`src/design/accumulator_modify_pkg.sv`:
```
package accumulator_modify_pkg;

  localparam int ACC_W = 36;
  localparam int PTR_W = 16;
  localparam int NACC  = 4;
  localparam int NPTR  = 6;

  // Register byte offsets
  localparam logic [7:0] OFS_ACC     = 8'h00;
  localparam logic [7:0] OFS_PROD    = 8'h20;
  localparam logic [7:0] OFS_STATUS  = 8'h24;
  localparam logic [7:0] OFS_MODEN   = 8'h28;
  localparam logic [7:0] OFS_MODLAST = 8'h2C;
  localparam logic [7:0] OFS_STEP    = 8'h30;
  localparam logic [7:0] OFS_CMD     = 8'h34;
  localparam logic [7:0] OFS_PTR     = 8'h40;
  localparam logic [7:0] OFS_PTR_END = 8'h54;

  // Register select codes: word index of the offset
  localparam logic [4:0] SEL_PROD    = 5'h08;
  localparam logic [4:0] SEL_STATUS  = 5'h09;
  localparam logic [4:0] SEL_MODEN   = 5'h0A;
  localparam logic [4:0] SEL_MODLAST = 5'h0B;
  localparam logic [4:0] SEL_STEP    = 5'h0C;
  localparam logic [4:0] SEL_CMD     = 5'h0D;
  localparam logic [4:0] SEL_PTR     = 5'h10;
  localparam logic [4:0] SEL_NONE    = 5'h1F;

  // Status word one layout
  localparam int FZ = 0;
  localparam int FM = 1;
  localparam int FN = 2;
  localparam int FV = 3;
  localparam int FC = 4;
  localparam int FE = 5;
  localparam int FL = 6;
  localparam int FR = 7;
  localparam int ST_SHIFT_KIND = 8;
  localparam int ST_PS_LSB     = 9;
  localparam int ST_ERR        = 15;

  // Command word layout
  localparam int CMD_OP_LSB   = 0;
  localparam int CMD_ACC      = 2;
  localparam int CMD_COND     = 3;
  localparam int CMD_FUNC_LSB = 4;
  localparam int CMD_PTR_LSB  = 8;
  localparam int CMD_PM_LSB   = 11;
  localparam int CMD_BYPASS   = 13;
  localparam int CMD_SRC_LSB  = 16;
  localparam int CMD_DST_LSB  = 20;
  localparam logic [2:0] MOV_ACC_CODE = 3'h6;

  localparam logic [ACC_W-1:0] RND_CONST   = 36'h0_0000_8000;
  localparam logic [ACC_W-1:0] ACC_MIN     = 36'h8_0000_0000;
  localparam logic [ACC_W-1:0] ACC_RST     = 36'h0_0000_0000;
  localparam logic [PTR_W-1:0] PTR_RST     = 16'h0000;
  localparam logic [PTR_W-1:0] MODLAST_RST = 16'h00FF;
  localparam logic [PTR_W-1:0] STEP_RST    = 16'h0001;
  localparam logic [7:0]       FLAGS_RST   = 8'h00;
  localparam logic [1:0]       AXI_OKAY    = 2'h0;
  localparam logic [1:0]       AXI_SLVERR  = 2'h2;

  typedef enum logic [1:0] {OP_MODA, OP_MODB, OP_MODR, OP_MOV} op_t;
  typedef enum logic [3:0] {
    SHIFT_RIGHT_ONE, SHIFT_LEFT_ONE, RIGHT_SHIFT_FOUR, LEFT_SHIFT_FOUR,
    ROT_RIGHT, ROT_LEFT, F_CLR, F_COPY, F_NEG, F_NOT, F_RND, F_PACR,
    F_CLRR, F_INC, F_DEC
  } func_t;
  typedef enum logic [1:0] {PM_NONE, PM_INC, PM_DEC, PM_STEP} ptrmode_t;

endpackage : accumulator_modify_pkg

```
`src/design/ptr_mod_if.sv`:
```
`timescale 1ns/10ps
`default_nettype none
interface ptr_mod_if;
  import accumulator_modify_pkg::*;
  logic [PTR_W-1:0] ptrIn;
  logic [PTR_W-1:0] step;
  logic [PTR_W-1:0] modLast;
  logic             modOn;
  ptrmode_t         mode;
  logic [PTR_W-1:0] ptrOut;
  logic             zero;
  modport core (output ptrIn, step, modLast, modOn, mode, input ptrOut, zero);
  modport unit (input ptrIn, step, modLast, modOn, mode, output ptrOut, zero);
endinterface : ptr_mod_if
`default_nettype wire

```
`src/design/pointer_modify_unit.sv`:
```
`timescale 1ns/10ps
`default_nettype none
module pointer_modify_unit
  import accumulator_modify_pkg::*;
(
  // Pointer request and result
  ptr_mod_if.unit pm
);
  logic [PTR_W-1:0] sum;
  logic [PTR_W-1:0] negStep;

  always_comb begin
    sum     = pm.ptrIn + pm.step;
    negStep = PTR_W'(16'h0000 - pm.step);
    unique case (pm.mode)
      PM_NONE: pm.ptrOut = pm.ptrIn;
      PM_INC: begin
        if (pm.modOn && pm.ptrIn == pm.modLast) pm.ptrOut = PTR_RST;
        else pm.ptrOut = pm.ptrIn + 16'h0001;
      end
      PM_DEC: begin
        if (pm.modOn && pm.ptrIn == PTR_RST) pm.ptrOut = pm.modLast;
        else pm.ptrOut = pm.ptrIn - 16'h0001;
      end
      PM_STEP: begin
        // Window is 0..modLast; a step leaving it wraps by the window size
        if (pm.modOn && !pm.step[PTR_W-1] && sum > pm.modLast) begin
          pm.ptrOut = sum - pm.modLast - 16'h0001;
        end else if (pm.modOn && pm.step[PTR_W-1] && pm.ptrIn < negStep) begin
          pm.ptrOut = sum + pm.modLast + 16'h0001;
        end else begin
          pm.ptrOut = sum;
        end
      end
    endcase
    pm.zero = (pm.ptrOut == PTR_RST);
  end

endmodule : pointer_modify_unit
`default_nettype wire

```
`src/design/accumulator_modify_unit.sv`:
```
// Overview of operation
// - False condition leaves accumulator and flags unchanged.
// - Shift kind bit selects arithmetic or logical.
// - Carry takes the last bit shifted out.
// - Arithmetic left shift overflow when operand does not fit.
// - Rotate right through carry, carry gets bit 0.
// - Rotate left through carry, carry gets bit 35.
// - Rounding adds or loads 0x8000.
// - Product sign-extended then shifted by field.
// - B accumulator: shifts, rotates and clear only.
// - Pointer post-modify honours its modulo enable.
// - Bypass option forces linear pointer modify.
// - Pointer modify sets only zero-register flag.
// - Transfer copies source; only permitted pairings.
//
// Implementation choices: the address map and the AXI4-Lite slave port.
`timescale 1ns/10ps
`default_nettype none
module accumulator_modify_unit
  import accumulator_modify_pkg::*;
(
  // Clock and reset
  input  wire logic        mclk,
  input  wire logic        rst,
  // AXI4-Lite write address and data
  input  wire logic [7:0]  s_axi_awaddr,
  input  wire logic        s_axi_awvalid,
  output logic             s_axi_awready,
  input  wire logic [31:0] s_axi_wdata,
  input  wire logic [3:0]  s_axi_wstrb,
  input  wire logic        s_axi_wvalid,
  output logic             s_axi_wready,
  // AXI4-Lite write response
  output logic [1:0]       s_axi_bresp,
  output logic             s_axi_bvalid,
  input  wire logic        s_axi_bready,
  // AXI4-Lite read
  input  wire logic [7:0]  s_axi_araddr,
  input  wire logic        s_axi_arvalid,
  output logic             s_axi_arready,
  output logic [31:0]      s_axi_rdata,
  output logic [1:0]       s_axi_rresp,
  output logic             s_axi_rvalid,
  input  wire logic        s_axi_rready
);

  function automatic logic [4:0] regSel(input logic [7:0] a);
    if (a[1:0] != 2'h0) return SEL_NONE;
    if (a <= OFS_CMD || (a >= OFS_PTR && a <= OFS_PTR_END)) return a[6:2];
    return SEL_NONE;
  endfunction : regSel

  function automatic logic [7:0] withZmne(input logic [7:0] f, input logic [ACC_W-1:0] r);
    logic [7:0] o;
    logic       ext;
    o      = f;
    ext    = !((&r[35:31]) || !(|r[35:31]));
    o[FZ]  = (r == ACC_RST);
    o[FM]  = r[ACC_W-1];
    o[FE]  = ext;
    o[FN]  = !ext && (r[31] ^ r[30]);
    return o;
  endfunction : withZmne

  // Returns {overflow, carry, sum}
  function automatic logic [ACC_W+1:0] add36(input logic [ACC_W-1:0] a, input logic [ACC_W-1:0] b);
    logic [ACC_W:0] s;
    s = {1'b0, a} + {1'b0, b};
    return {(a[35] == b[35]) && (s[35] != a[35]), s};
  endfunction : add36

  logic [ACC_W-1:0] acc [NACC];
  logic [PTR_W-1:0] ptr [NPTR];
  logic [31:0]      prod;
  logic [7:0]       flags;
  logic             shiftLogical;
  logic [1:0]       prodShift;
  logic             err;
  logic [NPTR-1:0]  modEn;
  logic [PTR_W-1:0] modLast;
  logic [PTR_W-1:0] step;

  logic             awHeld;
  logic             wHeld;
  logic [7:0]       awAddr;
  logic [31:0]      wData;
  logic [3:0]       wStrb;
  logic             doWrite;
  logic [4:0]       wrSel;
  logic [31:0]      wrOld;
  logic [31:0]      wrVal;
  logic [31:0]      strbMask;

  logic             exec;
  op_t              op;
  logic [1:0]       accIdx;
  logic [ACC_W-1:0] opnd;
  logic [ACC_W-1:0] pExt;
  logic [ACC_W-1:0] pShift;
  logic [ACC_W+1:0] addRes;
  logic [ACC_W-1:0] next_acc;
  logic [7:0]       next_flags;
  logic             vUpd;
  logic             modLegal;
  logic [2:0]       ptrIdx;
  logic [2:0]       srcCode;
  logic [2:0]       dstCode;
  logic [PTR_W-1:0] movVal;
  logic             movLegal;
  logic             cmdBad;

  ptr_mod_if pm ();

  pointer_modify_unit u_ptr (
    .pm (pm.unit)
  );

  // Register value as software reads it
  function automatic logic [31:0] regValue(input logic [4:0] s);
    if (s < SEL_PROD) return s[0] ? {28'h0, acc[s[2:1]][35:32]} : acc[s[2:1]][31:0];
    if (s >= SEL_PTR && s < SEL_PTR + 5'(NPTR)) return {16'h0, ptr[s[2:0]]};
    unique case (s)
      SEL_PROD:    return prod;
      SEL_STATUS:  return {16'h0, err, 4'h0, prodShift, shiftLogical, flags};
      SEL_MODEN:   return {26'h0, modEn};
      SEL_MODLAST: return {16'h0, modLast};
      SEL_STEP:    return {16'h0, step};
      default:     return 32'h0;
    endcase
  endfunction : regValue

  // Write channel: address and data are taken in either order
  assign s_axi_awready = !awHeld;
  assign s_axi_wready  = !wHeld;
  assign doWrite       = awHeld && wHeld && !s_axi_bvalid;
  assign wrSel         = regSel(awAddr);

  always_ff @(posedge mclk or posedge rst) begin
    if (rst) begin
      awHeld       <= 1'b0;
      wHeld        <= 1'b0;
      awAddr       <= 8'h00;
      wData        <= 32'h0;
      wStrb        <= 4'h0;
      s_axi_bvalid <= 1'b0;
      s_axi_bresp  <= AXI_OKAY;
    end else begin
      if (s_axi_awvalid && s_axi_awready) begin
        awHeld <= 1'b1;
        awAddr <= s_axi_awaddr;
      end
      if (s_axi_wvalid && s_axi_wready) begin
        wHeld <= 1'b1;
        wData <= s_axi_wdata;
        wStrb <= s_axi_wstrb;
      end
      if (doWrite) begin
        awHeld       <= 1'b0;
        wHeld        <= 1'b0;
        s_axi_bvalid <= 1'b1;
        s_axi_bresp  <= (wrSel == SEL_NONE) ? AXI_SLVERR : AXI_OKAY;
      end else if (s_axi_bready) begin
        s_axi_bvalid <= 1'b0;
      end
    end
  end

  // Read channel
  assign s_axi_arready = !s_axi_rvalid;

  always_ff @(posedge mclk or posedge rst) begin
    if (rst) begin
      s_axi_rvalid <= 1'b0;
      s_axi_rdata  <= 32'h0;
      s_axi_rresp  <= AXI_OKAY;
    end else if (s_axi_arvalid && s_axi_arready) begin
      s_axi_rvalid <= 1'b1;
      s_axi_rdata  <= regValue(regSel(s_axi_araddr));
      s_axi_rresp  <= (regSel(s_axi_araddr) == SEL_NONE) ? AXI_SLVERR : AXI_OKAY;
    end else if (s_axi_rready) begin
      s_axi_rvalid <= 1'b0;
    end
  end

  genvar gb;
  generate
    for (gb = 0; gb < 4; gb++) begin : g_strb
      assign strbMask[gb*8 +: 8] = {8{wStrb[gb]}};
    end
  endgenerate

  assign wrOld = regValue(wrSel);
  assign wrVal = (wData & strbMask) | (wrOld & ~strbMask);

  // Command decode; the command executes at the edge that answers its write
  assign op      = op_t'(wrVal[CMD_OP_LSB +: 2]);
  assign exec    = doWrite && wrSel == SEL_CMD && wrVal[CMD_COND];
  assign accIdx  = {op == OP_MODB, wrVal[CMD_ACC]};
  assign opnd    = acc[accIdx];
  assign ptrIdx  = wrVal[CMD_PTR_LSB +: 3];
  assign srcCode = wrVal[CMD_SRC_LSB +: 3];
  assign dstCode = wrVal[CMD_DST_LSB +: 3];
  assign pExt    = {{4{prod[31]}}, prod};

  always_comb begin
    unique case (prodShift)
      2'h0: pShift = pExt;
      2'h1: pShift = {pExt[35], pExt[35:1]};
      2'h2: pShift = {pExt[34:0], 1'b0};
      2'h3: pShift = {pExt[33:0], 2'b00};
    endcase
  end

  assign pm.ptrIn   = ptr[(ptrIdx < 3'(NPTR)) ? ptrIdx : 3'h0];
  assign pm.mode    = ptrmode_t'(wrVal[CMD_PM_LSB +: 2]);
  assign pm.step    = step;
  assign pm.modLast = modLast;
  assign pm.modOn   = modEn[(ptrIdx < 3'(NPTR)) ? ptrIdx : 3'h0] && !wrVal[CMD_BYPASS];

  // Accumulator modify datapath
  always_comb begin
    next_acc   = opnd;
    next_flags = flags;
    vUpd       = 1'b0;
    modLegal   = 1'b1;
    addRes     = add36(opnd, RND_CONST);
    if (op == OP_MODB && wrVal[CMD_FUNC_LSB +: 4] > 4'(F_CLR)) modLegal = 1'b0;
    unique case (func_t'(wrVal[CMD_FUNC_LSB +: 4]))
      SHIFT_RIGHT_ONE: begin
        next_acc       = {shiftLogical ? 1'b0 : opnd[35], opnd[35:1]};
        next_flags[FC] = opnd[0];
        if (!shiftLogical) next_flags[FV] = 1'b0;
      end
      SHIFT_LEFT_ONE: begin
        next_acc       = {opnd[34:0], 1'b0};
        next_flags[FC] = opnd[35];
        if (!shiftLogical) next_flags[FV] = opnd[35] != opnd[34];
        vUpd           = !shiftLogical;
      end
      RIGHT_SHIFT_FOUR: begin
        next_acc       = {shiftLogical ? 4'h0 : {4{opnd[35]}}, opnd[35:4]};
        next_flags[FC] = opnd[3];
        if (!shiftLogical) next_flags[FV] = 1'b0;
      end
      LEFT_SHIFT_FOUR: begin
        next_acc       = {opnd[31:0], 4'h0};
        next_flags[FC] = opnd[32];
        if (!shiftLogical) next_flags[FV] = !((&opnd[35:31]) || !(|opnd[35:31]));
        vUpd           = !shiftLogical;
      end
      ROT_RIGHT: begin
        next_acc       = {flags[FC], opnd[35:1]};
        next_flags[FC] = opnd[0];
      end
      ROT_LEFT: begin
        next_acc       = {opnd[34:0], flags[FC]};
        next_flags[FC] = opnd[35];
      end
      F_CLR:  next_acc = ACC_RST;
      F_COPY: next_acc = opnd;
      F_NOT:  next_acc = ~opnd;
      F_CLRR: next_acc = RND_CONST;
      F_NEG: begin
        next_acc       = ACC_RST - opnd;
        next_flags[FC] = opnd != ACC_RST;
        next_flags[FV] = opnd == ACC_MIN;
        vUpd           = 1'b1;
      end
      F_RND, F_PACR, F_INC, F_DEC: begin
        unique case (func_t'(wrVal[CMD_FUNC_LSB +: 4]))
          F_PACR:  addRes = add36(pShift, RND_CONST);
          F_INC:   addRes = add36(opnd, 36'h0_0000_0001);
          F_DEC:   addRes = add36(opnd, 36'hF_FFFF_FFFF);
          default: addRes = add36(opnd, RND_CONST);
        endcase
        next_acc       = addRes[ACC_W-1:0];
        next_flags[FC] = addRes[ACC_W];
        next_flags[FV] = addRes[ACC_W+1];
        vUpd           = 1'b1;
      end
      default: modLegal = 1'b0;
    endcase
    // Limit latches any overflow; logical shifts and rotates keep V and L
    next_flags[FL] = flags[FL] | (vUpd & next_flags[FV]);
    next_flags     = withZmne(next_flags, next_acc);
  end

  // Transfer source and permitted pairings
  always_comb begin
    movVal   = (srcCode == MOV_ACC_CODE) ? acc[{1'b0, wrVal[CMD_ACC]}][PTR_W-1:0] : ptr[(srcCode < 3'(NPTR)) ? srcCode : 3'h0];
    movLegal = (srcCode < 3'(NPTR) || srcCode == MOV_ACC_CODE)
            && (dstCode < 3'(NPTR) || dstCode == MOV_ACC_CODE)
            && srcCode != dstCode;
  end

  always_comb begin
    unique case (op)
      OP_MODA, OP_MODB: cmdBad = !modLegal;
      OP_MODR:          cmdBad = ptrIdx >= 3'(NPTR);
      OP_MOV:           cmdBad = !movLegal;
    endcase
  end

  // Accumulators and product
  always_ff @(posedge mclk or posedge rst) begin
    if (rst) begin
      for (int i = 0; i < NACC; i++) acc[i] <= ACC_RST;
      prod <= 32'h0;
    end else if (exec && !cmdBad && (op == OP_MODA || op == OP_MODB)) begin
      acc[accIdx] <= next_acc;
    end else if (exec && !cmdBad && op == OP_MOV && dstCode == MOV_ACC_CODE) begin
      acc[{1'b0, wrVal[CMD_ACC]}] <= {{20{movVal[PTR_W-1]}}, movVal};
    end else if (doWrite && wrSel < SEL_PROD) begin
      if (wrSel[0]) acc[wrSel[2:1]][35:32] <= wrVal[3:0];
      else acc[wrSel[2:1]][31:0] <= wrVal;
    end else if (doWrite && wrSel == SEL_PROD) begin
      prod <= wrVal;
    end
  end

  // Address pointers
  always_ff @(posedge mclk or posedge rst) begin
    if (rst) begin
      for (int i = 0; i < NPTR; i++) ptr[i] <= PTR_RST;
    end else if (exec && !cmdBad && op == OP_MODR) begin
      ptr[ptrIdx] <= pm.ptrOut;
    end else if (exec && !cmdBad && op == OP_MOV && dstCode != MOV_ACC_CODE) begin
      ptr[dstCode] <= movVal;
    end else if (doWrite && wrSel >= SEL_PTR && wrSel < SEL_PTR + 5'(NPTR)) begin
      ptr[wrSel[2:0]] <= wrVal[PTR_W-1:0];
    end
  end

  // Status word one; the refusal flag is write-one-to-clear and a new refusal wins
  always_ff @(posedge mclk or posedge rst) begin
    if (rst) begin
      flags        <= FLAGS_RST;
      shiftLogical <= 1'b0;
      prodShift    <= 2'h0;
      err          <= 1'b0;
    end else begin
      if (exec && !cmdBad && (op == OP_MODA || op == OP_MODB)) begin
        flags <= next_flags;
      end else if (exec && !cmdBad && op == OP_MODR) begin
        flags[FR] <= pm.zero;
      end else if (exec && !cmdBad && op == OP_MOV && dstCode == MOV_ACC_CODE) begin
        flags <= withZmne(flags, {{20{movVal[PTR_W-1]}}, movVal});
      end else if (doWrite && wrSel == SEL_STATUS) begin
        flags        <= wrVal[7:0];
        shiftLogical <= wrVal[ST_SHIFT_KIND];
        prodShift    <= wrVal[ST_PS_LSB +: 2];
      end
      if (exec && cmdBad) err <= 1'b1;
      else if (doWrite && wrSel == SEL_STATUS && wrVal[ST_ERR]) err <= 1'b0;
    end
  end

  // Modulo configuration
  always_ff @(posedge mclk or posedge rst) begin
    if (rst) begin
      modEn   <= '0;
      modLast <= MODLAST_RST;
      step    <= STEP_RST;
    end else if (doWrite) begin
      if (wrSel == SEL_MODEN) modEn <= wrVal[NPTR-1:0];
      if (wrSel == SEL_MODLAST) modLast <= wrVal[PTR_W-1:0];
      if (wrSel == SEL_STEP) step <= wrVal[PTR_W-1:0];
    end
  end

  logic  isMod;
  func_t fnNow;
  assign isMod = exec && !cmdBad && (op == OP_MODA || op == OP_MODB);
  assign fnNow = func_t'(wrVal[CMD_FUNC_LSB +: 4]);
endmodule : accumulator_modify_unit
`default_nettype wire

```
`config.mk`:
```
export PLATFORM = sky130hd
export DESIGN_NAME = accumulator_modify_unit
export DESIGN_NICKNAME = d
export VERILOG_FILES = /design/src/design/accumulator_modify_pkg.sv /design/src/design/ptr_mod_if.sv /design/src/design/pointer_modify_unit.sv /design/src/design/accumulator_modify_unit.sv
export SDC_FILE = /design/constraint.sdc
export NUM_CORES = 2
export LEC_CHECK = 0
export BUFFER_PORTS_ARGS = -buffer_cell sky130_fd_sc_hd__buf_2
export CORE_ASPECT_RATIO = 0.5
export CORE_UTILIZATION = 40
export CTS_BUF_LIST = sky130_fd_sc_hd__clkbuf_16
export DETAILED_ROUTE_END_ITERATION = 7
export MAX_ROUTING_LAYER = met4
export PLACE_DENSITY = 0.56
export SYNTH_ARGS = -nofsm -noshare
export SYNTH_HDL_FRONTEND = slang
export SYNTH_SLANG_ARGS = --single-unit
```
`constraint.sdc`:
```
create_clock -name mclk -period 13.3 [get_ports mclk]
set_clock_uncertainty 0.2 [all_clocks]
set_input_delay 0.665 -clock mclk [delete_from_list [all_inputs] [get_ports mclk]]
set_output_delay 0.665 -clock mclk [all_outputs]
set_load 0.1 [all_outputs]
```
==> run_results.csv <==
group,metric,value,unit
status,status,"finished with violations",
synthesis,async_flop_share,100,%
sta,min_period,12.39,ns
final_layout,final_area,43800,um^2
floorplan,die_height,224,um
drt,antenna_left,0,
place,dp.cells,6361,
global_routing,grt_max_degree,141,
worst_hold_path,min_path_cells,3,
worst_setup_path,max_stage_delay,1.23,ns
drt,drt-total-wl,256,mm
drt,wl_per_cell,39.5,um
cts,cts_tree,"done",
synthesis,synthSimpleGateAreaFrac,19.9,%
final_layout,nNetsFinal,5239,
final_layout,drive_gt1_share,14.8,%
global_routing,grt_pass1_wl,352,mm
sta,period_share,93.2,%
sta,tightest_slew,1.42,ns
synthesis,synth_compound_area_share,30.7,%
sta,finalMaxSlewViolations,0,
floorplan,io_pins,100,
worst_setup_path,cp-start-kind,"flop",
worst_setup_path,critical_path_required,13.69,ns
cts,cts_buffers,45,
cts,cts.sinks,404,
drt,dr.pass1.iters,8,
pwr,powerDensity,246,nW/um^2
worst_setup_path,worstPathMaxFanout,21,
synthesis,synth_edf_count,0,
cts,cts.htree.levels,2,
worst_setup_path,reg2reg_to,"flags[7]$_DFFE_PP0P_",
final_layout,instances_no_fill,6481,
cts,cts_root_buf,"clkbuf_16",
synthesis,synth_top_family_by_area,"compound AO/OA/AOI/OAI gates",
global_routing,overflow,0,
drt,vias,47844,
worst_hold_path,hold_start,"s_axi_wvalid",
floorplan,core-area,97800,um^2
synthesis,synth_fa_ha_area_share,2.67,%
sta,max_slew_margin,4.78,%
synthesis,synthCells,5132,
worst_setup_path,end_kind,"flop",
worst_setup_path,path_class,"reg2reg",
sta,timing.setup.tns,0,ns
synthesis,synthMuxAreaShare,13.3,%
sta,setup_violations,0,
floorplan,die_width,446,um
pwr,vdd_drop_max,0.145,mV
worst_setup_path,cp_num_buf_inv,2,
worst_setup_path,worstRegToRegCells,31,
status,violations,"DRC",
synthesis,synth_ff_type,"dfrtp_1",
global_routing,grt_pass1_vias,44362,
place,dpl_cell_area,42100,um^2
synthesis,ys_top_cells_by_area,"dfrtp_1 (25%), o21ai_0 (6.1%), nand2_1 (5.8%)",
drt,first_iter_violations,8528,
global_routing,grt_usage,51.2,%
synthesis,synth_area,39500,um^2
synthesis,synth.avg_cell_area,7.70,um^2
synthesis,ys_seq_elements,404,
synthesis,synth_top_area_share,25.0,%
synthesis,netlist-cell-type-count,110,
cts,clk_latency,0.69,ns
sta,fmax,80.7,MHz
drt,drc,3,
worst_hold_path,holdPathEnd,"wHeld$_DFFE_PP0P_",
sta,hold_viol,0,
synthesis,yosysSeqAreaShare,25.6,%
synthesis,yosysWarnings,0,
drt,post_drt_via_cell_ratio,7.38,
worst_setup_path,critPathTopFamily,"compound AO/OA/AOI/OAI gates",
worst_hold_path,hp-class,"in2reg",
final_layout,area_growth,10.9,%
place,port_buffers,97,
cts,cts_buffer_depth,3,
floorplan,start_util,40.4,%
worst_setup_path,crit_top_cell,"a21o_1",
place,dp_hpwl,187,mm
place,gp_congestion,1.11,
worst_setup_path,r2r_start,"awAddr[5]$_DFFE_PP0P_",
synthesis,yosys.area.top_type,"dfrtp_1",
pwr,leakage,16.7,nW
global_routing,antenna_found_initial,21,
flow_run,maxCapViolCount,0,
cts,path_clk_slew,0.07,ns
floorplan,dieArea,100000,um^2
sta,grt_setup_unrepaired,"false",
worst_setup_path,regToRegSetupSlack,0.91,ns
worst_setup_path,slowest_stage,"a2111oi_4",
synthesis,synth_xor_area_share,2.68,%
worst_setup_path,critical_path_arrival,12.78,ns
floorplan,rows,81,
-- cells in the mapped netlist (all sizes together) (38+ instances only) --
master  number
nand2      612
nor2       499
o21ai      494
a21oi      446
dfrtp      395
clkbuf     333
mux2i      180
mux2       172
nor3       150
nand3      141
o22ai      129
a221oi     100
inv         91
xnor2       89
buf         86
a211oi      83
ha          78
a31oi       67
mux4        67
a22oi       63
nand4       54
o211ai      54
nor4        52
o221ai      45
nand2b      38
or3         38
-- placed cells by master (no fill, tap or decap), drive strengths merged, types with 27 or more instances in the layout --
master    n
nand2   612
nor2    499
o21ai   494
a21oi   446
dfrtp   395
buf     319
mux2i   180
mux2    172
nor3    150
nand3   141
o22ai   129
inv     101
a221oi  100
xnor2    89
a211oi   83
ha       78
mux4     67
a31oi    67
a22oi    63
o211ai   54
nand4    54
nor4     52
o221ai   45
clkbuf   45
or3      38
nand2b   38
and2     35
xor2     32
o21a     30
o31ai    28
a21o     27
-- cell families (layout without fill, tap and decap cells) --
kind of cell             count (synthesis)  in the layout
AO/OA/AOI/OAI                         1854           1854
AND/OR/NAND/NOR                       1736           1736
buffers and inverters                  514            516
multiplexers                           419            419
flip-flops                             404            404
XOR/XNOR                               121            121
adder cells (fa/ha/maj)                 83             83
other                                    1             20
-- power breakdown --
part	switching, mW	leakage, nW	internal, mW
clock	0.664	0.748	0.711
combinational	5.46	10.5	2.15
sequential	0.410	5.44	1.39
-- per-layer routing --
metal,vias up,global-route usage (%),share of wire [%]
li1,19358,-,-
met1,23359,62.5,38
met2,4075,70.2,40
met3,1052,21.4,15
met4,0,30.1,7.4
met5,-,-,0
-- final cells by class --
| class | instances | area (um^2) |
|---|---|---|
| flip-flops and latches | 404 | 10100 |
| fillers | 9940 | 54000 |
| multi-input cells | 4215 | 27700 |
| clock inverters | 38 | 378 |
| repair buffers | 338 | 2380 |
| well taps | 1328 | 1660 |
| clock buffers | 45 | 1130 |
| diodes | 18 | 45.0 |
| inverters | 95 | 364 |
-- repair_timing --
item / 4_1_cts / 5_1_grt
hold endpoints to repair: 27 / 0
gates resized for setup: 0 / 0
hold buffers: 19 / 0
buffers inserted: 0 / 0
-- state kept, by name, summed over array words and instances, names as in the netlist --
signal	count
prodShift	2
pm.step	16
s_axi_bvalid	1
modLast	16
s_axi_rdata	32
awHeld	1
wHeld	1
shiftLogical	1
ptr	96
s_axi_bresp	1
awAddr	8
modEn	6
acc	144
wStrb	4
prod	32
err	1
flags	8
wData	32
s_axi_rvalid	1
s_axi_rresp	1
-- worst max path at each step --
stage	startpoint	to	slack, ns	cells after the start
2_1_floorplan	rst	acc[0]$_DFFE_PP0P_	1.21	1
3_3_place_gp	awAddr[5]$_DFFE_PP0P_	flags[7]$_DFFE_PP0P_	1.60	35
6_report	awAddr[5]$_DFFE_PP0P_	flags[7]$_DFFE_PP0P_	0.91	31
3_5_place_dp	awAddr[5]$_DFFE_PP0P_	flags[7]$_DFFE_PP0P_	1.48	31
4_1_cts	awAddr[5]$_DFFE_PP0P_	flags[7]$_DFFE_PP0P_	1.43	31
5_1_grt	awAddr[5]$_DFFE_PP0P_	flags[7]$_DFFE_PP0P_	0.62	35
-- per-stage QoR --
step | hold slack, ns | total power [mW] | util, % | worst slack, ns
final | 0.0145 | 10.8 | 44.8 | 0.906
after global routing | 0.00844 | 11.0 | 44.8 | 0.623
after CTS | 0.000440 | 10.3 | 44.7 | 1.43
after detailed placement | 0.267 | 8.94 | 43.0 | 1.48
after global placement | 0.265 | 8.90 | 43.0 | 1.60
after floorplan | 0.272 | 6.03 | - | 1.21
-- tightest hold or removal path: cells and delay by family --
kind                   cells  cell delay, ns
buffers and inverters      1            0.09
AND/OR/NAND/NOR            2            0.10
Power figures use the tool's default switching activity.
